$ cat src/rtl/attr_mode_map.svh
// register offsets, field positions, reset values and blink timing
`ifndef ATTR_MODE_MAP_SVH
`define ATTR_MODE_MAP_SVH
`define AMC_OFF_MODE 12'h000
`define AMC_OFF_PLANE 12'h004
`define AMC_OFF_STATUS 12'h008
`define AMC_BIT_GFX 0
`define AMC_BIT_MONO 1
`define AMC_BIT_LGR 2
`define AMC_BIT_BLINK 3
`define AMC_MODE_WMASK 8'hEF
`define AMC_MODE_RST 8'h00
`define AMC_PLANE_RST 4'hF
`define AMC_LGR_FIRST 8'hC0
`define AMC_LGR_LAST 8'hDF
`define AMC_BLINK_FRAMES 32
`define AMC_CNT_W 5
`endif

$ cat src/rtl/attr_mode_pkg.sv
// types for the attribute mode and blink control block
package attr_mode_pkg;
    typedef enum logic [1:0] {
        MODE_TEXT_COLOR = 2'b00,
        MODE_GFX_COLOR = 2'b01,
        MODE_TEXT_MONO = 2'b10,
        MODE_GFX_MONO = 2'b11
    } disp_mode_e;
    typedef struct packed {
        logic [7:0] mode_ctl;
        logic [3:0] plane_en;
        logic vs_prev;
        logic [4:0] blink_cnt;
        logic pready;
        logic pslverr;
        logic [31:0] prdata;
        logic [3:0] pal_index;
        logic pal_valid;
    } state_s;
endpackage
$ cat src/rtl/attr_mode_blink_control.sv
// attribute controller mode select, ninth dot and blink logic with apb registers
// Notes on behaviour
// mode bit 0 expands text attributes
// mode bit 1 feeds pixels, graphics blinking; the code takes graphics from mode bit 0
// lgr off: ninth dot is background
// lgr on: copy eighth dot, line chars
// software clears lgr for plain fonts
// no blink: attribute bit 7 intensity
// blink: attribute bit 7 blinks, vsync/32
// mono graphics blink toggles every pixel
// color blink: bit 3 toggles or forced
// blink applied after plane masking
// blink waveform has fifty percent duty
// low two bits select mono, graphics
// vsync counter, phase flips per 16
//
// Decided for this implementation: the APB register port and the address map.
`timescale 1ns/1ps
`include "attr_mode_map.svh"
module attr_mode_blink_control #(
    parameter int CNT_W = `AMC_CNT_W
) (
    // clock, reset, enable
    input wire logic pclk,
    input wire logic presetn,
    input wire logic ce,
    // apb slave
    input wire logic psel,
    input wire logic penable,
    input wire logic pwrite,
    input wire logic [11:0] paddr,
    input wire logic [31:0] pwdata,
    output logic pready,
    output logic pslverr,
    output logic [31:0] prdata,
    // frame timing from the crt controller
    input wire logic vsync,
    // pixel stream in
    input wire logic pix_valid,
    input wire logic [7:0] char_code,
    input wire logic [7:0] attr_byte,
    input wire logic glyph_dot,
    input wire logic ninth_col,
    input wire logic eighth_dot,
    input wire logic [3:0] fb_pixel,
    // palette input out
    output logic [3:0] pal_index,
    output logic pal_valid,
    output logic blink_phase
);

    attr_mode_pkg::state_s st_reg;
    attr_mode_pkg::state_s st_next;
    attr_mode_pkg::disp_mode_e mode;
    logic blink_en;
    logic lgr_en;
    logic phase;
    logic [3:0] masked;
    logic [3:0] bg_idx;
    logic dot_on;

    // line graphics characters sit in one contiguous code range
    // a compare pair is cheaper than a table; both ends are inclusive
    function automatic logic is_line_gfx(input logic [7:0] code);
        is_line_gfx = (code >= `AMC_LGR_FIRST) && (code <= `AMC_LGR_LAST);
    endfunction

    // decoded control fields
    assign mode = attr_mode_pkg::disp_mode_e'(st_reg.mode_ctl[`AMC_BIT_MONO:`AMC_BIT_GFX]);
    assign blink_en = st_reg.mode_ctl[`AMC_BIT_BLINK];
    assign lgr_en = st_reg.mode_ctl[`AMC_BIT_LGR];
    // msb of a 32-frame counter is high for exactly half the period
    // the counter width fixes the period: 2**CNT_W frames, half on, half off
    assign phase = st_reg.blink_cnt[CNT_W-1];
    assign masked = fb_pixel & st_reg.plane_en;

    // next state: register bus, blink counter, pixel path
    always_comb begin
        st_next = st_reg;
        bg_idx = 4'h0;
        dot_on = 1'b0;
        // vsync rising edge advances the frame counter
        // vsync is taken as synchronous; a raw pin would need two flops first
        st_next.vs_prev = vsync;
        if (vsync && !st_reg.vs_prev) begin
            st_next.blink_cnt = st_reg.blink_cnt + 1'b1;
        end
        // limitation: ce low at the completing edge still shows pready to the
        // master, but the frozen state drops the write; keep ce high per transfer
        // apb: answer in the first access cycle, no wait state
        st_next.pready = 1'b0;
        st_next.pslverr = 1'b0;
        if (psel && !penable) begin
            st_next.pready = 1'b1;
            st_next.prdata = 32'h0000_0000;
            // status is read only: writes to it are dropped without an error
            unique case (paddr)
                `AMC_OFF_MODE: begin
                    st_next.prdata[7:0] = st_reg.mode_ctl;
                end
                `AMC_OFF_PLANE: begin
                    st_next.prdata[3:0] = st_reg.plane_en;
                end
                `AMC_OFF_STATUS: begin
                    st_next.prdata[CNT_W-1:0] = st_reg.blink_cnt;
                    st_next.prdata[8] = phase;
                end
                default: begin
                    st_next.pslverr = 1'b1;
                end
            endcase
        end else if (psel && penable && st_reg.pready) begin
            // pslverr drops with pready, so it never stands on its own
            // writes land only at the completing edge
            if (pwrite && paddr == `AMC_OFF_MODE) begin
                st_next.mode_ctl = pwdata[7:0] & `AMC_MODE_WMASK;
            end
            if (pwrite && paddr == `AMC_OFF_PLANE) begin
                st_next.plane_en = pwdata[3:0];
            end
        end
        // pixel path; output holds between valid pixels
        // pal_index is left alone between pixels so the palette sees no glitch
        st_next.pal_valid = pix_valid;
        if (pix_valid) begin
            unique case (mode)
                attr_mode_pkg::MODE_TEXT_COLOR,
                attr_mode_pkg::MODE_TEXT_MONO: begin
                    // bit 7 is either intensity or blink
                    if (blink_en) begin
                        bg_idx = {1'b0, attr_byte[6:4]};
                    end else begin
                        bg_idx = attr_byte[7:4];
                    end
                    if (ninth_col) begin
                        // ninth dot only copies for line graphics codes
                        dot_on = lgr_en && is_line_gfx(char_code) && eighth_dot;
                    end else begin
                        dot_on = glyph_dot;
                    end
                    // blinking characters show background in the off half
                    if (blink_en && attr_byte[7] && !phase) begin
                        dot_on = 1'b0;
                    end
                    st_next.pal_index = dot_on ? attr_byte[3:0] : bg_idx;
                end
                attr_mode_pkg::MODE_GFX_MONO: begin
                    // lgr is ignored here, whatever software left in it
                    // plane 3 off does not matter here: the whole pixel blanks
                    st_next.pal_index = masked;
                    if (blink_en && !phase) begin
                        st_next.pal_index = 4'h0;
                    end
                end
                attr_mode_pkg::MODE_GFX_COLOR: begin
                    st_next.pal_index = masked;
                    if (blink_en) begin
                        // bit 3 after masking decides, so plane 3 off stops blink
                        st_next.pal_index[3] = masked[3] ? phase : 1'b1;
                    end
                end
            endcase
        end
    end

    // single state register, frozen while ce is low
    always_ff @(posedge pclk or negedge presetn) begin
        if (!presetn) begin
            // constants only here; the struct copy takes over once running
            st_reg.mode_ctl <= `AMC_MODE_RST;
            st_reg.plane_en <= `AMC_PLANE_RST;
            st_reg.vs_prev <= 1'b0;
            st_reg.blink_cnt <= '0;
            st_reg.pready <= 1'b0;
            st_reg.pslverr <= 1'b0;
            st_reg.prdata <= 32'h0000_0000;
            st_reg.pal_index <= 4'h0;
            st_reg.pal_valid <= 1'b0;
        end else if (ce) begin
            st_reg <= st_next;
        end
    end

    // outputs straight from flops
    assign pready = st_reg.pready;
    assign pslverr = st_reg.pslverr;
    assign prdata = st_reg.prdata;
    assign pal_index = st_reg.pal_index;
    assign pal_valid = st_reg.pal_valid;
    // blink_phase is the counter msb, a flop like the rest
    assign blink_phase = phase;

    // every pixel check carries ce in its antecedent: a frozen edge updates
    // nothing, so a look one edge ahead would otherwise see stale outputs

    // helpers: text mode flag and the vsync rising edge, qualified by ce
    logic txt;
    logic vs_rise;
    assign txt = !st_reg.mode_ctl[`AMC_BIT_GFX];
    assign vs_rise = ce && vsync && !st_reg.vs_prev;
endmodule

$ cat config.mk
export PLATFORM = sky130hd
export DESIGN_NAME = attr_mode_blink_control
export DESIGN_NICKNAME = d
export VERILOG_FILES = /design/src/rtl/attr_mode_pkg.sv /design/src/rtl/attr_mode_blink_control.sv
export VERILOG_INCLUDE_DIRS = /design/src /design/src/rtl
export SDC_FILE = /design/constraint.sdc
export NUM_CORES = 1
export LEC_CHECK = 0
export BUFFER_PORTS_ARGS = -buffer_cell sky130_fd_sc_hd__clkbuf_2
export CAP_MARGIN = 20
export CORE_MARGIN = 4
export CORE_UTILIZATION = 45
export DETAILED_ROUTE_END_ITERATION = 10
export PLACE_DENSITY = 0.83
export SYNTH_ARGS = -nofsm -noshare
export SYNTH_HDL_FRONTEND = slang
export SYNTH_SLANG_ARGS = --single-unit
$ cat constraint.sdc
create_clock -name pclk -period 2.5 [get_ports pclk]
set_input_delay 0.5 -clock pclk [delete_from_list [all_inputs] [get_ports pclk]]
set_output_delay 0.5 -clock pclk [all_outputs]
set_load 0.02 [all_outputs]
==> flow_summary.ini <==
[drt]
totalWireLength_mm = 3.92
initialDrtViolationCount = 61
ant_nets = 0
vias = 1384
drt_pre_antenna_iters = 4
wire_per_inst_um = 14.3
drc = 0
vias_per_cell = 5.05

[die]
core_area_mm2 = 0.00406
die_area_mm2 = 0.00535
die_height_um = 73.1
initial_core_util_pct = 47.1
num_rows = 23
die_w_um = 73.1
ioPinCount = 115

[synth]
netlist_area_mm2 = 0.00191
async_flop_share_pct = 100
synth_cell_types = 43
avgSynthCellArea_um2 = 11.0
synth_largest_area_cell = dfrtp_1
ys_top_cells_by_count = buf_4, dfrtp_1, mux2_4, nand2_1
ys_seq_area_share_pct = 42.2
syn_inst = 173
synth_top_area_share_pct = 36.7
synth.area.top_cells = dfrtp_1, buf_4, dfstp_2
synth_flop_cell = dfrtp_1
synth-edff-count = 0
synth-seq-cells = 32
synth.most_common_cell = buf_4
yosys_warnings = 0

[cts]
post_cts_resized = 0
clk_path_buf_depth = 2
cts_tree = done
clock-sinks = 32
clk_pin_slew_ns = 0.07
cts_max_level = 2
cts-root-buf = clkbuf_8
clock_latency_ns = 0.28
cts_buffers = 5
postCtsSetupRepairBufs = 0
ctsHoldBuffers = 0

[setup_path]
slowest_stage = or3_1
cp_cell_sequence = clkbuf_2, nor4_4, nand4b_2, or3_1, mux2_4
start_kind = input port
crit_arrival_ns = 2.02
crit_start = paddr[5]
r2r_setup_slack_ns = 0.99
critPathTopFamily = simple AND/OR/NAND/NOR gates
r2r_start = pready$_DFFE_PN0P_
slowest_delay_ns = 0.58
path_buf_inv = 1
worstPathRequired_ns = 2.66
worstPathMaxFanout = 7
worst-setup-path-type = in2reg
cp-end-kind = flop

[layout]
final_nets = 299
multi_input_area_um2 = 867
antenna_cells = 0
fillers = 388
postLayoutCoreUtil_pct = 53.9
final_area_mm2 = 0.00219
syn_to_final_growth_pct = 14.5
ff_latch_area_um2 = 806
final_layout_size_suffix_gt1_share_pct = 39.7
largest_register_ff_count = 12

[run]
drv_cap = 0

[sta]
slew_headroom_pct = 47.6
fmax_mhz = 540
finalMaxSlewViolations = 0
fin_crit_ns = 1.85
clock_skew_ns = 0.00813
rsz0062_at_grt = no
period_share_pct = 74.1
worstMarginPinSlew_ns = 0.786
fin_tns_setup_ns = 0
finalHoldViolations = 0
setup_violations = 0

[worst_hold_path]
hp-class = in2async

[grt]
grt-ovfl-total = 0
antenna_found_initial = 0
grt_pass1_wl_mm = 6.29
grt_pass1_vias = 1363
grt_max_degree = 33
grt_use_total_pct = 15.5

[status]
outcome = complete, no violations

[place]
dp_hpwl_mm = 3.17
placed_area_mm2 = 0.00207
place_congestion = 0.819
port_buffers = 61

[power]
power.density_mw_per_mm2 = 613
max-vdd-ir-drop_mv = 0.313
p_leak_nw = 1.12
[where the power goes]
part | internal (mW) | leakage (nW) | total [mW] | switching, mW
clock | 0.294 | 0.0541 | 0.484 | 0.189
combinational | 0.0956 | 0.665 | 0.226 | 0.131
sequential | 0.571 | 0.405 | 0.629 | 0.0587
total | 0.961 | 1.12 | 1.34 | 0.379
[metal layers]
metal | up-vias | global-route usage, % | part of all wire (%)
met5 | - | 0 | 0
met4 | 0 | 4.30 | 1.1
met3 | 4 | 5.23 | 8.0
met2 | 44 | 26.1 | 51
met1 | 671 | 18.7 | 40
li1 | 665 | - | -
[final cells by class]
| type | count | share of cell area, % |
|---|---|---|
| clock buffer | 5 | 3.15 |
| clock inverter | 3 | 1.95 |
| inverter | 5 | 0.859 |
| multi-input combinational | 116 | 39.7 |
| sequential | 32 | 36.9 |
| tap | 50 | 2.86 |
| timing repair buffer | 63 | 14.7 |
[final timing paths]
kind / endpoint / cells after the start
max: blink_en$_DFFE_PN0P_ / 5
min: prdata[2]$_DFFE_PN0P_ / 1
max reg2reg: blink_en$_DFFE_PN0P_ / 3
min reg2reg: st_reg[42]$_DFFE_PN0P_ / 1
max in group asynchronous: blink_en$_DFFE_PN0P_ / 1
min in group pclk: st_reg[54]$_DFFE_PN0P_ / 2
[layout by cell type (no fill, tap or decap), types with 2 or more instances in the layout]
master / count
mux2_2: 3
mux2_4: 7
clkbuf_8: 5
dfrtp_1: 28
and3b_1: 2
o21ai_0: 5
a22o_1: 4
inv_1: 5
mux2_1: 4
nand2b_1: 3
nor3_1: 5
nand3_1: 4
dfstp_2: 4
nand4b_1: 4
xnor2_1: 3
nand3b_1: 4
clkbuf_2: 61
nand2_1: 7
or3_1: 2
mux2i_1: 4
a221o_1: 4
nor2_1: 3
buf_4: 2
o211ai_1: 4
nand4_1: 3
conb_1: 23
nor4_4: 2
[metrics by stage]
| stage | cells | hold slack, ns | power [mW] | setup WS [ns] |
|---|---|---|---|---|
| 2_1_floorplan | 195 | 0.204 | 0.807 | 0.587 |
| 3_3_place_gp | 266 | 0.482 | 0.858 | 0.382 |
| 3_5_place_dp | 266 | 0.489 | 0.867 | 0.343 |
| 4_1_cts | 274 | 0.310 | 1.36 | 0.626 |
| 5_1_grt | 274 | 0.335 | 1.42 | 0.572 |
| 6_report | 274 | 0.284 | 1.34 | 0.647 |
[cells by family after synthesis]
family          Yosys count  synth area share [%]
buf+inv                  47                  16.7
simple gates             45                  16.6
flops                    32                  42.2
compound gates           25                  10.1
mux                      18                  11.7
xor+xnor                  4                  1.84
fa+ha+maj                 1                 0.655
other cells               1                 0.196
Power figures use the tool's default switching activity.
